File: src/ascii_poll_pkg.sv
// Constants and types shared by the framed ASCII command parser.
// Assumes byte-wide serial data and a 32-bit Avalon-MM register port.
package ascii_poll_pkg;

  // Framing and command characters
  localparam logic [7:0] CH_STX   = 8'h02;
  localparam logic [7:0] CH_ETX   = 8'h03;
  localparam logic [7:0] CH_CR    = 8'h0D;
  localparam logic [7:0] CH_SP    = 8'h20;
  localparam logic [7:0] CH_PLUS  = 8'h2B;
  localparam logic [7:0] CH_MINUS = 8'h2D;
  localparam logic [7:0] CH_ZERO  = 8'h30;
  localparam logic [7:0] CH_NINE  = 8'h39;
  localparam logic [7:0] CH_A     = 8'h41;
  localparam logic [7:0] CH_D     = 8'h44;
  localparam logic [7:0] CH_K     = 8'h4B;
  localparam logic [7:0] CH_M     = 8'h4D;
  localparam logic [7:0] CH_N     = 8'h4E;
  localparam logic [7:0] CH_S     = 8'h53;
  localparam logic [7:0] CH_T     = 8'h54;

  localparam logic [7:0] CHK_SEED = 8'h00;

  // Address field and reply layout
  localparam logic [1:0] ADDR_CHARS    = 2'd3;
  localparam logic [4:0] HDR_LAST_POS  = 5'd4;
  localparam logic [4:0] REC_ADDR_POS  = 5'd1;
  localparam logic [4:0] REC_SP1_POS   = 5'd4;
  localparam logic [4:0] REC_MANT_POS  = 5'd5;
  localparam logic [4:0] REC_EXP_POS   = 5'd10;
  localparam logic [4:0] REC_SP2_POS   = 5'd13;
  localparam logic [4:0] REC_OP_POS    = 5'd14;
  localparam logic [4:0] REC_SP3_POS   = 5'd16;
  localparam logic [4:0] REC_ERR_POS   = 5'd17;
  localparam logic [4:0] REC_SP4_POS   = 5'd19;
  localparam logic [4:0] REC_RSVD_POS  = 5'd20;
  localparam logic [4:0] REC_LAST_POS  = 5'd29;
  localparam logic [2:0] LAST_REC_SINGLE = 3'd3;
  localparam logic [2:0] LAST_REC_DUAL   = 3'd7;

  // Operating status bit positions
  localparam int OPS_SERVICE = 0;
  localparam int OPS_LOCAL   = 1;
  localparam int OPS_ZERO    = 2;
  localparam int OPS_SPAN    = 3;
  localparam int OPS_UNIT    = 4;
  localparam int OPS_OZON    = 5;
  localparam int OPS_PMT     = 6;

  // Register map (byte addresses)
  localparam logic [3:0] REG_CONFIG = 4'h0;
  localparam logic [3:0] REG_STATUS = 4'h4;
  localparam logic [3:0] REG_POLLS  = 4'h8;
  localparam int CFG_ADDR_LSB = 0;
  localparam int CFG_ZS_BIT   = 8;
  localparam int STS_GAS_LSB  = 0;
  localparam int STS_BUSY_BIT = 2;
  localparam logic [6:0] CFG_ADDR_RST = 7'h00;
  localparam logic       CFG_ZS_RST   = 1'b0;

  typedef enum logic [1:0] {GAS_SAMPLE, GAS_ZERO, GAS_SPAN} gas_mode_t;
  typedef enum logic [2:0] {
    RX_IDLE, RX_CMD2, RX_BODY, RX_TERM, RX_CHK_HI, RX_CHK_LO
  } rx_state_t;
  typedef enum logic [2:0] {
    TX_IDLE, TX_HDR, TX_REC, TX_END, TX_CHK_HI, TX_CHK_LO
  } tx_state_t;

endpackage

File: src/hex_char_codec.sv
// Converts a nibble to an upper-case hex character and back.
// Purely combinational; used for checksums and status bytes.
`timescale 1ns/100ps
module hex_char_codec (
  input  wire logic [3:0] nibble_i,
  input  wire logic [7:0] char_i,
  output logic      [7:0] char_o,
  output logic      [3:0] nibble_o,
  output logic            is_hex_o
);
  always_comb begin
    char_o = (nibble_i < 4'hA) ? {4'h3, nibble_i}
                               : 8'(8'h37 + {4'h0, nibble_i});
    nibble_o = 4'h0;
    is_hex_o = 1'b1;
    if (char_i >= 8'h30 && char_i <= 8'h39) begin
      nibble_o = char_i[3:0];
    end else if ((char_i >= 8'h41 && char_i <= 8'h46) ||
                 (char_i >= 8'h61 && char_i <= 8'h66)) begin
      nibble_o = 4'(char_i[3:0] + 4'h9);
    end else begin
      is_hex_o = 1'b0;
    end
  end
endmodule

File: src/addr_decimal.sv
// Turns a record address (0..255) into three zero-padded decimal digits.
// Purely combinational.
`timescale 1ns/100ps
module addr_decimal (
  input  wire logic [7:0] value_i,
  output logic      [7:0] hund_o,
  output logic      [7:0] tens_o,
  output logic      [7:0] ones_o
);
  logic [7:0] rem;
  always_comb begin
    hund_o = {4'h3, 4'(value_i / 8'd100)};
    rem    = 8'(value_i % 8'd100);
    tens_o = {4'h3, 4'(rem / 8'd10)};
    ones_o = {4'h3, 4'(rem % 8'd10)};
  end
endmodule

File: src/ascii_poll_command_parser.sv
// Framed ASCII command parser: gas-mode switch and measurement poll.
// Assumes rx bytes arrive as one-cycle strobes and tx uses valid/ready.
//
// What this block does
// - Frame starts with STX and ends with ETX or CR.
// - ETX is followed by two checksum chars; CR by none.
// - Checksum is XOR from zero over all chars incl. STX and ETX.
// - Checksum travels as two hex chars, high nibble first.
// - Gas-mode switch acts only outside service mode with option fitted.
// - Letter N selects zero, K span, M sample.
// - Switch command: S T, optional address, optional space, letter.
// - Malformed frames or foreign addresses are dropped silently.
// - Address is optional; if present must match; spaces may follow.
// - Poll without address allows no spaces at all.
// - Poll answered only when framing, address and checksum hold.
// - Reply uses same terminator; ETX form carries fresh checksum.
// - Reply opens STX M D, two-digit record count, space.
// - Records: address, value, status, reserved; address steps by one.
// - Value: signed four-digit mantissa, signed two-digit exponent.
// - Status: operating byte, space, error byte, each two hex chars.
// - Reserved field is ten ASCII zeros.
// - Invalid measurement still sends its record with value zero.
// - Values go out in the instrument's currently selected units.
// - STX 0x02, ETX 0x03, CR 0x0D, separator is space.
// - Address 0 to 127, three chars, zero or space padded.
// - Operating status flags occupy bits 0 to 6 as listed.
// - Four records in single range, eight in dual/auto range.
//
// Chosen here: the register offsets and the Avalon-MM slave port.
`timescale 1ns/100ps
module ascii_poll_command_parser (
  input  wire logic                    clk_i,
  input  wire logic                    sys_rst_i,
  input  wire logic [3:0]              avs_address_i,
  input  wire logic                    avs_read_i,
  input  wire logic                    avs_write_i,
  input  wire logic [31:0]             avs_writedata_i,
  output logic      [31:0]             avs_readdata_o,
  output logic                         avs_waitrequest_o,
  input  wire logic [7:0]              rx_data_i,
  input  wire logic                    rx_valid_i,
  output logic      [7:0]              tx_data_o,
  output logic                         tx_valid_o,
  input  wire logic                    tx_ready_i,
  input  wire logic                    service_mode_i,
  input  wire logic                    local_maint_i,
  input  wire logic                    gas_unit_i,
  input  wire logic                    ozonator_off_i,
  input  wire logic                    pmt_off_i,
  input  wire logic                    range_dual_i,
  input  wire logic [7:0]              err_status_i,
  input  wire logic [7:0]              meas_valid_i,
  input  wire logic [7:0]              meas_mant_neg_i,
  input  wire logic [7:0][15:0]        meas_mant_bcd_i,
  input  wire logic [7:0]              meas_exp_neg_i,
  input  wire logic [7:0][7:0]         meas_exp_bcd_i,
  output ascii_poll_pkg::gas_mode_t    gas_mode_o
);
  import ascii_poll_pkg::*;

  typedef struct packed {
    rx_state_t  rx;
    logic       is_poll;
    logic [1:0] addr_cnt;
    logic       addr_digit;
    logic [9:0] addr_val;
    gas_mode_t  pend;
    logic [7:0] rx_chk;
    logic [3:0] chk_hi;
    tx_state_t  tx;
    logic [4:0] pos;
    logic [2:0] rec;
    logic [2:0] last_rec;
    logic       tx_etx;
    logic [7:0] tx_chk;
    logic [7:0] tx_data;
    logic       tx_valid;
    gas_mode_t  gas;
    logic [6:0] cfg_addr;
    logic       cfg_zs;
    logic [15:0] polls;
    logic       waitreq;
    logic [31:0] rdata;
  } state_t;

  localparam state_t STATE_RST = '{
    rx: RX_IDLE, is_poll: 1'b0, addr_cnt: 2'd0, addr_digit: 1'b0,
    addr_val: 10'h000, pend: GAS_SAMPLE, rx_chk: CHK_SEED, chk_hi: 4'h0,
    tx: TX_IDLE, pos: 5'd0, rec: 3'd0, last_rec: 3'd0, tx_etx: 1'b0,
    tx_chk: CHK_SEED, tx_data: 8'h00, tx_valid: 1'b0, gas: GAS_SAMPLE,
    cfg_addr: CFG_ADDR_RST, cfg_zs: CFG_ZS_RST, polls: 16'h0000,
    waitreq: 1'b1, rdata: 32'h0000_0000
  };

  state_t s_q;
  state_t s_d;

  logic [7:0] b;
  logic       is_digit;
  logic [3:0] rx_nib;
  logic       rx_is_hex;
  logic       shape_ok;
  logic       addr_match;
  logic       frame_done;
  logic       frame_etx;
  logic [3:0] tx_nib;
  logic [7:0] tx_hex;
  logic [7:0] addr_h;
  logic [7:0] addr_t;
  logic [7:0] addr_o;
  logic [7:0] cur_byte;
  logic [7:0] op_status;
  logic [4:0] off;
  logic       meas_ok;
  logic [15:0] mant;
  logic [7:0]  expo;
  logic        advance;

  hex_char_codec rx_codec (
    .nibble_i (4'h0),
    .char_i   (rx_data_i),
    .char_o   (),
    .nibble_o (rx_nib),
    .is_hex_o (rx_is_hex)
  );

  hex_char_codec tx_codec (
    .nibble_i (tx_nib),
    .char_i   (8'h00),
    .char_o   (tx_hex),
    .nibble_o (),
    .is_hex_o ()
  );

  addr_decimal rec_addr (
    .value_i (8'({1'b0, s_q.cfg_addr} + {5'h00, s_q.rec})),
    .hund_o  (addr_h),
    .tens_o  (addr_t),
    .ones_o  (addr_o)
  );

  // Reply byte for the current transmit position
  always_comb begin
    op_status = 8'h00;
    op_status[OPS_SERVICE] = service_mode_i;
    op_status[OPS_LOCAL]   = local_maint_i;
    op_status[OPS_ZERO]    = (s_q.gas == GAS_ZERO);
    op_status[OPS_SPAN]    = (s_q.gas == GAS_SPAN);
    op_status[OPS_UNIT]    = gas_unit_i;
    op_status[OPS_OZON]    = ozonator_off_i;
    op_status[OPS_PMT]     = pmt_off_i;
    meas_ok  = meas_valid_i[s_q.rec];
    mant     = meas_ok ? meas_mant_bcd_i[s_q.rec] : 16'h0000;
    expo     = meas_ok ? meas_exp_bcd_i[s_q.rec] : 8'h00;
    off      = 5'd0;
    tx_nib   = 4'h0;
    cur_byte = CH_SP;
    unique case (s_q.tx)
      TX_HDR: begin
        unique case (s_q.pos)
          5'd0:    cur_byte = CH_STX;
          5'd1:    cur_byte = CH_M;
          5'd2:    cur_byte = CH_D;
          5'd3:    cur_byte = CH_ZERO;
          default: cur_byte = 8'(CH_ZERO + {5'h00, s_q.last_rec} + 8'h01);
        endcase
      end
      TX_REC: begin
        if (s_q.pos >= REC_RSVD_POS) begin
          cur_byte = CH_ZERO;
        end else if (s_q.pos >= REC_ERR_POS && s_q.pos < REC_SP4_POS) begin
          tx_nib   = (s_q.pos == REC_ERR_POS) ? err_status_i[7:4]
                                              : err_status_i[3:0];
          cur_byte = tx_hex;
        end else if (s_q.pos >= REC_OP_POS && s_q.pos < REC_SP3_POS) begin
          tx_nib   = (s_q.pos == REC_OP_POS) ? op_status[7:4]
                                             : op_status[3:0];
          cur_byte = tx_hex;
        end else if (s_q.pos == REC_EXP_POS) begin
          cur_byte = (meas_ok && meas_exp_neg_i[s_q.rec]) ? CH_MINUS
                                                          : CH_PLUS;
        end else if (s_q.pos > REC_EXP_POS && s_q.pos < REC_SP2_POS) begin
          off      = 5'(s_q.pos - REC_EXP_POS - 5'd1);
          cur_byte = {4'h3, (off == 5'd0) ? expo[7:4] : expo[3:0]};
        end else if (s_q.pos == REC_MANT_POS) begin
          cur_byte = (meas_ok && meas_mant_neg_i[s_q.rec]) ? CH_MINUS
                                                           : CH_PLUS;
        end else if (s_q.pos > REC_MANT_POS && s_q.pos < REC_EXP_POS) begin
          off      = 5'(s_q.pos - REC_MANT_POS - 5'd1);
          cur_byte = {4'h3, mant[4'(4'd15 - {off[1:0], 2'b00}) -: 4]};
        end else if (s_q.pos >= REC_ADDR_POS && s_q.pos < REC_SP1_POS) begin
          cur_byte = (s_q.pos == REC_ADDR_POS) ? addr_h :
                     (s_q.pos == 5'd2)          ? addr_t : addr_o;
        end else begin
          cur_byte = CH_SP;
        end
      end
      TX_END:    cur_byte = s_q.tx_etx ? CH_ETX : CH_CR;
      TX_CHK_HI: begin
        tx_nib   = s_q.tx_chk[7:4];
        cur_byte = tx_hex;
      end
      TX_CHK_LO: begin
        tx_nib   = s_q.tx_chk[3:0];
        cur_byte = tx_hex;
      end
      TX_IDLE:   cur_byte = CH_SP;
    endcase
  end

  always_comb begin
    s_d        = s_q;
    b          = rx_data_i;
    is_digit   = (b >= CH_ZERO) && (b <= CH_NINE);
    frame_done = 1'b0;
    frame_etx  = 1'b0;
    addr_match = !s_q.addr_digit ||
                 (s_q.addr_val == {3'b000, s_q.cfg_addr});
    // Bare spaces act as separator only for the switch command
    shape_ok   = (s_q.addr_cnt == 2'd0) ||
                 (s_q.addr_cnt == ADDR_CHARS && s_q.addr_digit) ||
                 (!s_q.addr_digit && !s_q.is_poll);

    // Receive side
    if (rx_valid_i) begin
      if (s_q.rx != RX_CHK_HI && s_q.rx != RX_CHK_LO) begin
        s_d.rx_chk = s_q.rx_chk ^ b;
      end
      if (b == CH_STX) begin
        s_d.rx         = RX_CMD2;
        s_d.rx_chk     = CHK_SEED ^ CH_STX;
        s_d.addr_cnt   = 2'd0;
        s_d.addr_digit = 1'b0;
        s_d.addr_val   = 10'h000;
        s_d.is_poll    = 1'b0;
      end else begin
        unique case (s_q.rx)
          RX_IDLE: s_d.rx = RX_IDLE;
          RX_CMD2: begin
            // Second letter only after a valid first letter
            if (s_q.addr_cnt != 2'd0 &&
                (s_q.is_poll ? (b == CH_A) : (b == CH_T))) begin
              s_d.rx = RX_BODY;
            end else if (!s_q.is_poll && s_q.addr_cnt == 2'd0 &&
                         (b == CH_S || b == CH_D)) begin
              s_d.is_poll  = (b == CH_D);
              s_d.addr_cnt = 2'd1;
            end else begin
              s_d.rx = RX_IDLE;
            end
            if (b == CH_T || b == CH_A) begin
              s_d.addr_cnt = 2'd0;
            end
          end
          RX_BODY: begin
            if (is_digit && s_q.addr_cnt != ADDR_CHARS) begin
              s_d.addr_val   = 10'(s_q.addr_val * 10'd10 + {6'h00, b[3:0]});
              s_d.addr_digit = 1'b1;
              s_d.addr_cnt   = 2'(s_q.addr_cnt + 2'd1);
            end else if (b == CH_SP) begin
              if (s_q.addr_cnt != ADDR_CHARS) begin
                s_d.addr_cnt = 2'(s_q.addr_cnt + 2'd1);
                if (s_q.addr_digit) begin
                  s_d.rx = RX_IDLE;
                end
              end
            end else if (!shape_ok || !addr_match) begin
              s_d.rx = RX_IDLE;
            end else if (s_q.is_poll) begin
              frame_done = (b == CH_CR);
              s_d.rx     = (b == CH_ETX) ? RX_CHK_HI : RX_IDLE;
            end else if (b == CH_N || b == CH_K || b == CH_M) begin
              s_d.pend = (b == CH_N) ? GAS_ZERO :
                         (b == CH_K) ? GAS_SPAN : GAS_SAMPLE;
              s_d.rx   = RX_TERM;
            end else begin
              s_d.rx = RX_IDLE;
            end
          end
          RX_TERM: begin
            frame_done = (b == CH_CR);
            s_d.rx     = (b == CH_ETX) ? RX_CHK_HI : RX_IDLE;
          end
          RX_CHK_HI: begin
            s_d.chk_hi = rx_nib;
            s_d.rx     = rx_is_hex ? RX_CHK_LO : RX_IDLE;
          end
          RX_CHK_LO: begin
            frame_done = rx_is_hex && ({s_q.chk_hi, rx_nib} == s_q.rx_chk);
            frame_etx  = 1'b1;
            s_d.rx     = RX_IDLE;
          end
        endcase
      end
    end

    if (frame_done) begin
      if (!s_q.is_poll) begin
        if (!service_mode_i && s_q.cfg_zs) begin
          s_d.gas = s_q.pend;
        end
      end else if (s_q.tx == TX_IDLE) begin
        s_d.tx       = TX_HDR;
        s_d.pos      = 5'd0;
        s_d.rec      = 3'd0;
        s_d.tx_etx   = frame_etx;
        s_d.tx_chk   = CHK_SEED;
        s_d.last_rec = range_dual_i ? LAST_REC_DUAL
                                    : LAST_REC_SINGLE;
        s_d.polls    = 16'(s_q.polls + 16'h0001);
      end
    end

    // Transmit side
    advance = !s_q.tx_valid || tx_ready_i;
    if (advance) begin
      s_d.tx_valid = (s_q.tx != TX_IDLE);
      if (s_q.tx != TX_IDLE) begin
        s_d.tx_data = cur_byte;
      end
      if (s_q.tx == TX_HDR || s_q.tx == TX_REC || s_q.tx == TX_END) begin
        s_d.tx_chk = s_q.tx_chk ^ cur_byte;
      end
      unique case (s_q.tx)
        // Keeps a reply start requested by the receive side
        TX_IDLE: begin
        end
        TX_HDR: begin
          s_d.pos = 5'(s_q.pos + 5'd1);
          if (s_q.pos == HDR_LAST_POS) begin
            s_d.tx  = TX_REC;
            s_d.pos = 5'd0;
          end
        end
        TX_REC: begin
          s_d.pos = 5'(s_q.pos + 5'd1);
          if (s_q.pos == REC_LAST_POS) begin
            s_d.pos = 5'd0;
            s_d.rec = 3'(s_q.rec + 3'd1);
            if (s_q.rec == s_q.last_rec) begin
              s_d.tx = TX_END;
            end
          end
        end
        TX_END:    s_d.tx = s_q.tx_etx ? TX_CHK_HI : TX_IDLE;
        TX_CHK_HI: s_d.tx = TX_CHK_LO;
        TX_CHK_LO: s_d.tx = TX_IDLE;
      endcase
    end

    // Avalon-MM slave: one wait state per access
    s_d.waitreq = !((avs_read_i || avs_write_i) && s_q.waitreq);
    if (avs_read_i && s_q.waitreq) begin
      s_d.rdata = 32'h0000_0000;
      unique case (avs_address_i)
        REG_CONFIG: begin
          s_d.rdata[CFG_ADDR_LSB +: 7] = s_q.cfg_addr;
          s_d.rdata[CFG_ZS_BIT]        = s_q.cfg_zs;
        end
        REG_STATUS: begin
          s_d.rdata[STS_GAS_LSB +: 2] = s_q.gas;
          s_d.rdata[STS_BUSY_BIT]     = (s_q.tx != TX_IDLE);
        end
        REG_POLLS: s_d.rdata[15:0] = s_q.polls;
        default:   s_d.rdata = 32'h0000_0000;
      endcase
    end
    if (avs_write_i && !s_q.waitreq && avs_address_i == REG_CONFIG) begin
      s_d.cfg_addr = avs_writedata_i[CFG_ADDR_LSB +: 7];
      s_d.cfg_zs   = avs_writedata_i[CFG_ZS_BIT];
    end
  end

  always_ff @(posedge clk_i or posedge sys_rst_i) begin
    if (sys_rst_i) begin
      s_q <= STATE_RST;
    end else begin
      s_q <= s_d;
    end
  end

  assign avs_readdata_o    = s_q.rdata;
  assign avs_waitrequest_o = s_q.waitreq;
  assign tx_data_o         = s_q.tx_data;
  assign tx_valid_o        = s_q.tx_valid;
  assign gas_mode_o        = s_q.gas;

endmodule

File: config.mk
export PLATFORM = sky130hd
export DESIGN_NAME = ascii_poll_command_parser
export DESIGN_NICKNAME = d
export VERILOG_FILES = /design/src/ascii_poll_pkg.sv /design/src/hex_char_codec.sv /design/src/addr_decimal.sv /design/src/ascii_poll_command_parser.sv
export SDC_FILE = /design/constraint.sdc
export NUM_CORES = 1
export LEC_CHECK = 0
export BUFFER_PORTS_ARGS = -buffer_cell sky130_fd_sc_hd__buf_4
export CORE_MARGIN = 8
export CORE_UTILIZATION = 45
export CTS_CLUSTER_DIAMETER = 30
export DETAILED_ROUTE_END_ITERATION = 8
export PLACE_DENSITY_LB_ADDON = 0.25
export SYNTH_ARGS = -nofsm -noshare
export SYNTH_HDL_FRONTEND = slang
export SYNTH_SLANG_ARGS = --single-unit
File: constraint.sdc
create_clock -name clk_i -period 6.6 [get_ports clk_i]
set_input_delay 0.66 -clock clk_i [delete_from_list [all_inputs] [get_ports clk_i]]
set_output_delay 0.66 -clock clk_i [all_outputs]
set_load 0.03 [all_outputs]
==> summary.md, run 1 <==
| Metric | Value |
|---|---|
| Max-slew violation count | `0` |
| Post-CTS resize count | `0` |
| H-tree depth | `3` |
| DRC viols | `0` |
| Clock latency on the worst-skew pair | `0.35 ns` |
| Top post-synthesis cells by area | `dfrtp_1 (26%), mux4_2 (15%), nand2_1 (4.4%), ha_1 (4.1%), buf_4 (3.6%)` |
| Vias | `just over 9000` |
| Syn avg cell area | `about 9.2 um2` |
| Clock root buffer master | `clkbuf_16` |
| Tightest Pin Transition | `1.05 ns` |
| Clock Tree Buf Depth | `2` |
| Postcts setup bufs | `0` |
| Pwr dens | `~240 nW/um2` |
| Top Metal Used | `met4` |
| Post-route clock period utilization | `about three quarters` |
| Area post-placement | `around 12000 um2` |
| Endpoint type of the worst setup path | `register` |
| Reg2reg start | `s_q[84]` |
| Initial core utilization | `45.4%` |
| Endpoints failing hold | `0` |
| Fin area | `~12000 um2` |
| Layout area overhead | `22.9%` |
| Seq pwr share | `31.5%` |
| Post-synth EDFFs | `0` |
| DRT antenna net count | `0` |
| Clock network power share | `18.4%` |
| Largest area contributor in the synthesized netlist | `dfrtp_1` |
| Status | `finished clean` |
| WL/cell | `20.8 um` |
| DRT Pass-1 Iters | `5` |
| Async set-reset flop share out of synthesis | `100%` |
| Max_slew headroom | `29.4%` |
| Post-synth design cell area | `9860 um2` |
| Pleak | `0.00531 uW` |
| FF+latch count, synth | `104` |
| HP Class | `primary input to asynchronous set/reset pin` |
| Crit path launch | `s_q[84]` |
| Final setup fails | `0` |
| Vias per cell | `5.87` |
| Combinational share of power | `50.1%` |
| Post-CTS Hold Buffers | `0` |
| Worst-path clk slew | `0.08 ns` |
| Max Fanout on Critical Path | `22` |
| DP HPWL | `26300 um` |
| Distinct cell type count after synthesis | `91` |
| Pint | `1620 uW` |
| Layout cells sized above 1 | `32.6%` |
| # Max-Cap Violations | `0` |
| Buffers on Ports | `282` |
| Sequential share of the synthesized area | `26.4%` |
| Minimum clock period | `5.02 ns` |
| Worst VDD drop | `0.000148 V` |
| CTS tree | `done` |
| Boundary Pins | `around 320` |
| Switching pwr | `1290 uW` |
| Number of global-route vias before repair | `9202` |
| Clock buffer count from CTS | `9` |
| Synth Instances | `around 1100` |
| Crit start category | `register` |
| Largest net degree at the start of global routing | `56` |
| Die Width | `around 160 um` |
| Met2 WL | `~16000 um` |
| 1st-iter DRT viols | `approximately 660` |
| Post-synth top area share | `26.1%` |
| Die outline height | `~160 um` |
| Yosys warning count | `0` |
| DR WL met3 | `approximately 2600 um` |
| Sink Count | `104` |
| Most used DFF post-synth | `dfrtp_1` |
| Die area | `26900 um2` |
| Setup TNS Final | `0 ns` |
| Sw Share | `44.3%` |
| Total GRT Usage | `23.6%` |
| Global route overflow | `0` |
| Post-Route M1 WL | `about 13000 um` |
| Required @ worst endpoint | `6.83 ns` |
| RSZ-0062 raised after global routing | `no` |
| Core Area | `21700 um2` |
| Initial antenna violation count | `1` |
| Post-route clock skew | `between 0.008 and 0.009 ns` |
| Final WL | `32600 um` |
| Fin nets | `1596` |
| Crit path DAT | `5.25 ns` |
| Crit path kind | `register to register` |
| Placement Rows | `54` |
| Layout Utilization | `55.8%` |
| Final GP Congestion | `0.933` |
| Filler instances | `roughly 1900` |
| Fmax | `199 MHz` |
| Global-route wire length before repair | `50300 um` |
[registers in the layout, indices dropped and copies added (netlist names)]
signal	flops
avs_waitrequest_o	1
s_q	77
tx_valid_o	1
tx_data_o	7
gas_mode_o	2
avs_readdata_o	16
[cells by family after synthesis]
kind of cell / after synthesis / synth area share, %
adder cells (fa/ha/maj): 35 / 4.67
flip-flops: 104 / 26.4
multiplexers: 108 / 19.4
AO/OA/AOI/OAI: 262 / 18.1
other: 1 / 0.0380
buffers and inverters: 141 / 7.86
XOR/XNOR: 58 / 5.15
AND/OR/NAND/NOR: 360 / 18.3
[power groups by stage]
| stage | sequential [uW] | combinational [uW] | clock [uW] |
|---|---|---|---|
| floorplan | 829 | 1120 | 0 |
| global placement | 920 | 1430 | 0 |
| detailed placement | 924 | 1440 | 0 |
| CTS | 913 | 1450 | 543 |
| global route | 938 | 1600 | 568 |
| finish | 916 | 1460 | 534 |
[cells in the mapped netlist (9+ instances only)]
library cell and number:
nand2b_1 19, nor3_1 21, ha_1 32, inv_1 35, a21oi_1 58, mux4_2 65
dfrtp_1 103, mux2i_1 26, nand3_1 24, nand2_1 116, nor4_1 15, buf_4 47
buf_2 17, nand4_1 13, a31oi_1 9, nor3b_1 11, xor2_1 24, a21o_1 9
or3_1 9, and3_1 10, o211ai_1 11, nor2_1 76, nor2b_1 9, o21ai_0 68
clkbuf_1 25, mux2_2 17, xnor2_1 34
[final timing paths]
kind                                       to  slack (ns)  cells past startpoint
max                                   s_q[70]        1.58                     15
min                                  s_q[117]        0.42                      2
max reg2reg                           s_q[70]        1.58                     15
min reg2reg                avs_readdata_o[13]        0.48                      2
max in group asynchronous   avs_readdata_o[3]        5.09                      3
min in group clk_i         avs_readdata_o[13]        0.48                      2
[layout make-up]
cell class              count  area, um2  share of cell area (%)
diodes                      1       2.50                  0.0207
flip-flops and latches    104       2610                    21.5
clock buffers               9        225                    1.86
repair buffers            289       2170                    17.9
well taps                 280        350                    2.89
inverters                  37        141                    1.17
multi-input cells         840       6540                    54.0
clock inverters             7       75.1                   0.620
[worst max-delay path, cell delays in order, from the launching register on]
cell	delay [ns]
dfrtp_1	0.65
clkinv_1	0.32
ha_1	0.52
nor4bb_1	0.96
mux2i_1	0.27
o22ai_1	0.10
a21oi_1	0.40
ha_1	0.27
inv_1	0.08
nor3_1	0.17
o21ai_0	0.10
a31oi_1	0.27
nand2_1	0.09
o311ai_1	0.47
nor2_1	0.10
mux2i_1	0.14
[routing by layer]
metal  vias up  track usage [%]
met5         -                0
met4         0             7.11
li1       4351                -
met3        42             5.59
met1      4414             30.3
met2       394             38.7
[layout by cell type, fill, tap and decap left out, types with 10 or more instances in the layout]
cell	count
nor2_1	76
o21ai_0	68
a21oi_1	58
xor2_1	24
nand2b_1	19
nand3_1	24
mux2i_1	26
buf_4	289
nor3_1	21
dfrtp_1	101
ha_1	32
mux2_2	17
inv_1	34
and3_1	10
nor4_1	15
nor3b_1	11
conb_1	17
nand4_1	13
o211ai_1	11
mux4_2	65
nand2_1	116
xnor2_1	34
[per-stage QoR]
stage / hold WS (ns) / setup WS (ns) / cells / power [uW]
final: 0.418 / 1.58 / 1567 / 2910
after global routing: 0.473 / 0.976 / 1567 / 3110
after CTS: 0.450 / 1.60 / 1566 / 2900
after detailed placement: 0.469 / 1.60 / 1550 / 2360
after global placement: 0.457 / 1.68 / 1550 / 2350
after floorplan: 0.438 / 2.44 / 1085 / 1950
Power figures use the tool's default switching activity.
==> inputs of run 2 (changes only) <==
==> constraint.sdc (replaced) <==
create_clock -name clk_i -period 4.78 [get_ports clk_i]
set_input_delay 0.478 -clock clk_i [delete_from_list [all_inputs] [get_ports clk_i]]
set_output_delay 0.478 -clock clk_i [all_outputs]
set_load 0.03 [all_outputs]
==> run 2 against run 1 <==
Flip-flop and latch count did not move. Hold slack got worse by 0.19 ns. Fmax rose by 15%. First-iteration DRC count rose by 12%. Final area rose by 0.74%. Combinational power rose by 42%. Critical path depth rose by 2. Utilization rose by 0.42 points. Sequential power rose by 35%.
==> summary.md, run 2 (same netlist as run 1, synthesis figures left out) <==
| Metric | Value |
|---|---|
| Crit path DAT | `4.60 ns (was 5.25 ns)` |
| Total GRT Usage | `24.1% (was 23.6%)` |
| Postcts setup bufs | `0 (unchanged)` |
| Max Fanout on Critical Path | `11 (was 22)` |
| Minimum clock period | `4.35 ns (was 5.02 ns)` |
| Vias | `9298 (was 9201)` |
| Fmax | `230 MHz (was 199 MHz)` |
| Crit path cell chain | `clkinv_1 -> buf_4 -> ha_1 -> nor4bb_1 -> buf_4 -> mux2i_1 -> o22ai_1 -> a21oi_1 -> ha_1 -> inv_1 -> nor3_1 -> o21ai_0 -> a31oi_1 -> nand2_1 -> o311ai_1 -> nor2_1 -> mux2i_1 (was clkinv_1 -> ha_1 -> nor4bb_1 -> mux2i_1 -> o22ai_1 -> a21oi_1 -> ha_1 -> inv_1 -> nor3_1 -> o21ai_0 -> a31oi_1 -> nand2_1 -> o311ai_1 -> nor2_1 -> mux2i_1)` |
| Buffers on Ports | `282 (unchanged)` |
| Endpoint type of the worst setup path | `register (unchanged)` |
| Max_slew headroom | `23.7% (was 29.4%)` |
| Sink Count | `104 (unchanged)` |
| WHS | `0.224 ns (was 0.418 ns)` |
| Largest net degree at the start of global routing | `60 (was 56)` |
| Post-CTS resize count | `0 (unchanged)` |
| DP HPWL | `26600 um (was 26300 um)` |
| Final GP Congestion | `0.944 (was 0.933)` |
| Boundary Pins | `324 (unchanged)` |
| Final setup fails | `0 (unchanged)` |
| Layout Utilization | `56.3% (was 55.8%)` |
| Worst-path clk slew | `0.08 ns (about the same)` |
| Initial core utilization | `45.4% (unchanged)` |
| Status | `finished clean (unchanged)` |
| Required @ worst endpoint | `5.03 ns (was 6.83 ns)` |
| Worst VDD drop | `0.000187 V (was 0.000148 V)` |
| CTS tree | `done (unchanged)` |
| DRT antenna net count | `0 (unchanged)` |
| DRC viols | `0 (unchanged)` |
| Crit start category | `register (unchanged)` |
| Pwr dens | `338 nW/um2 (was 240 nW/um2)` |
| Tightest Pin Transition | `1.11 ns (was 1.05 ns)` |
| Layout cells sized above 1 | `33.0% (was 32.6%)` |
| Post-route clock skew | `0.00893 ns (was 0.00817 ns)` |
| Vias per cell | `5.91 (was 5.87)` |
| Crit path kind | `register to register (unchanged)` |
| Max-slew violation count | `0 (unchanged)` |
| Die Width | `164 um (unchanged)` |
| Max reg flops | `77 (unchanged)` |
| DRT Pass-1 Iters | `5 (unchanged)` |
| HP Class | `primary input to asynchronous set/reset pin (unchanged)` |
| Clock Tree Buf Depth | `2 (unchanged)` |
| Clock root buffer master | `clkbuf_16 (unchanged)` |
| Fin cells | `1574 (was 1567)` |
| Number of global-route vias before repair | `9319 (was 9202)` |
| # Max-Cap Violations | `0 (unchanged)` |
| Post-route clock period utilization | `91.0% (was 76.0%)` |
| CP max stage cell | `o311ai_1 (was nor4bb_1)` |
| WL/cell | `21.0 um (was 20.8 um)` |
| Largest stage delay on the critical path | `0.59 ns (was 0.96 ns)` |
| Clock buffer count from CTS | `9 (unchanged)` |
| Top reg by flops | `s_q (unchanged)` |
| Global-route wire length before repair | `51100 um (was 50300 um)` |
| DP Cell Count | `1558 (was 1550)` |
| Global route overflow | `0 (unchanged)` |
| # diodes | `0 (was 1)` |
| Final WL | `33100 um (was 32600 um)` |
| Commonest non-fill, non-tap cell in the layout | `buf_4 (unchanged)` |
| Fin area | `12200 um2 (was 12100 um2)` |
| Layout area overhead | `23.8% (was 22.9%)` |
| Die outline height | `164 um (unchanged)` |
| Pleak | `0.00537 uW (was 0.00531 uW)` |
| Post-CTS Hold Buffers | `0 (unchanged)` |
| Placement Rows | `54 (unchanged)` |
| Setup TNS Final | `0 ns (unchanged)` |
| Clock latency on the worst-skew pair | `0.36 ns (was 0.35 ns)` |
| Fin nets | `1604 (was 1596)` |
| RSZ-0062 raised after global routing | `no (unchanged)` |
| Die area | `26900 um2 (unchanged)` |
| Area post-placement | `11900 um2 (was 11800 um2)` |
| Core Area | `21700 um2 (unchanged)` |
| Endpoints failing hold | `0 (unchanged)` |
| Commonest non-fill, non-tap cells in the layout | `buf_4 (296), nand2_1 (116), dfrtp_1 (101), nor2_1 (76), o21ai_0 (68) (was buf_4 (289), nand2_1 (116), dfrtp_1 (101), nor2_1 (76), o21ai_0 (68))` |
| H-tree depth | `3 (unchanged)` |
| 1st-iter DRT viols | `738 (was 659)` |
| Initial antenna violation count | `0 (was 1)` |
-- run 2: cell types whose count changed in the layout (fill, tap and decap cells not counted) --
cell / previous run / this run
inv_8: 3 / 2
diode_2: 1 / 0
clkinvlp_4: 1 / 0
bufinv_16: 0 / 1
buf_12: 0 / 1
clkinv_4: 2 / 1
buf_4: 289 / 296
inv_6: 0 / 2
-- run 2: path summary, 6_finish.rpt --
path                       startpoint                end  slack (ns)  cells past startpoint
min reg2reg                   s_q[72]            s_q[72]        0.48                      1
max reg2reg                   s_q[84]            s_q[70]        0.43                     17
min                         sys_rst_i           s_q[108]        0.22                      2
max in group asynchronous   sys_rst_i  avs_readdata_o[9]        3.45                      3
min in group clk_i         avs_read_i  avs_waitrequest_o        0.27                      2
max                           s_q[84]            s_q[70]        0.43                     17
-- run 2: metrics by stage --
stage / setup WS (ns) / power (uW)
floorplan: 0.617 / 2700
global placement: 0.500 / 3280
detailed placement: 0.460 / 3310
CTS: 0.456 / 4110
global route: 0.00291 / 4390
finish: 0.430 / 4120
-- run 2: cell type report --
cell class,count,area [um2]
Sequential cell,104,2610
Timing Repair Buffer,297,2240
Clock inverter,7,95.1
Tap cell,280,350
Inverter,37,141
Multi-Input combinational cell,840,6540
Clock buffer,9,225
Fill cell,1908,9490
-- run 2: where the power goes --
group | internal (uW) | switching [uW] | leakage (uW) | total (uW)
Combinational | 863 | 1220 | 0.00386 | 2080
Sequential | 1030 | 216 | 0.00136 | 1240
Clock | 423 | 376 | 0.000157 | 799
-- run 2: per-layer routing --
metal / global-route usage (%) / up-vias / part of all wire, %
li1: - / 4362 / -
met1: 30.7 / 4501 / 40
met2: 40.9 / 396 / 50
met3: 5.49 / 39 / 7.8
met4: 5.66 / 0 / 2.1
met5: 0 / - / 0
-- run 2: worst max-delay path: cells and delay by family, from the launching register on --
kind            cells  cell delay [ns]
flops               1             0.38
simple gates        4             0.76
compound gates      5             1.47
mux                 2             0.32
fa+ha+maj           2             0.78
buf+inv             4             0.52
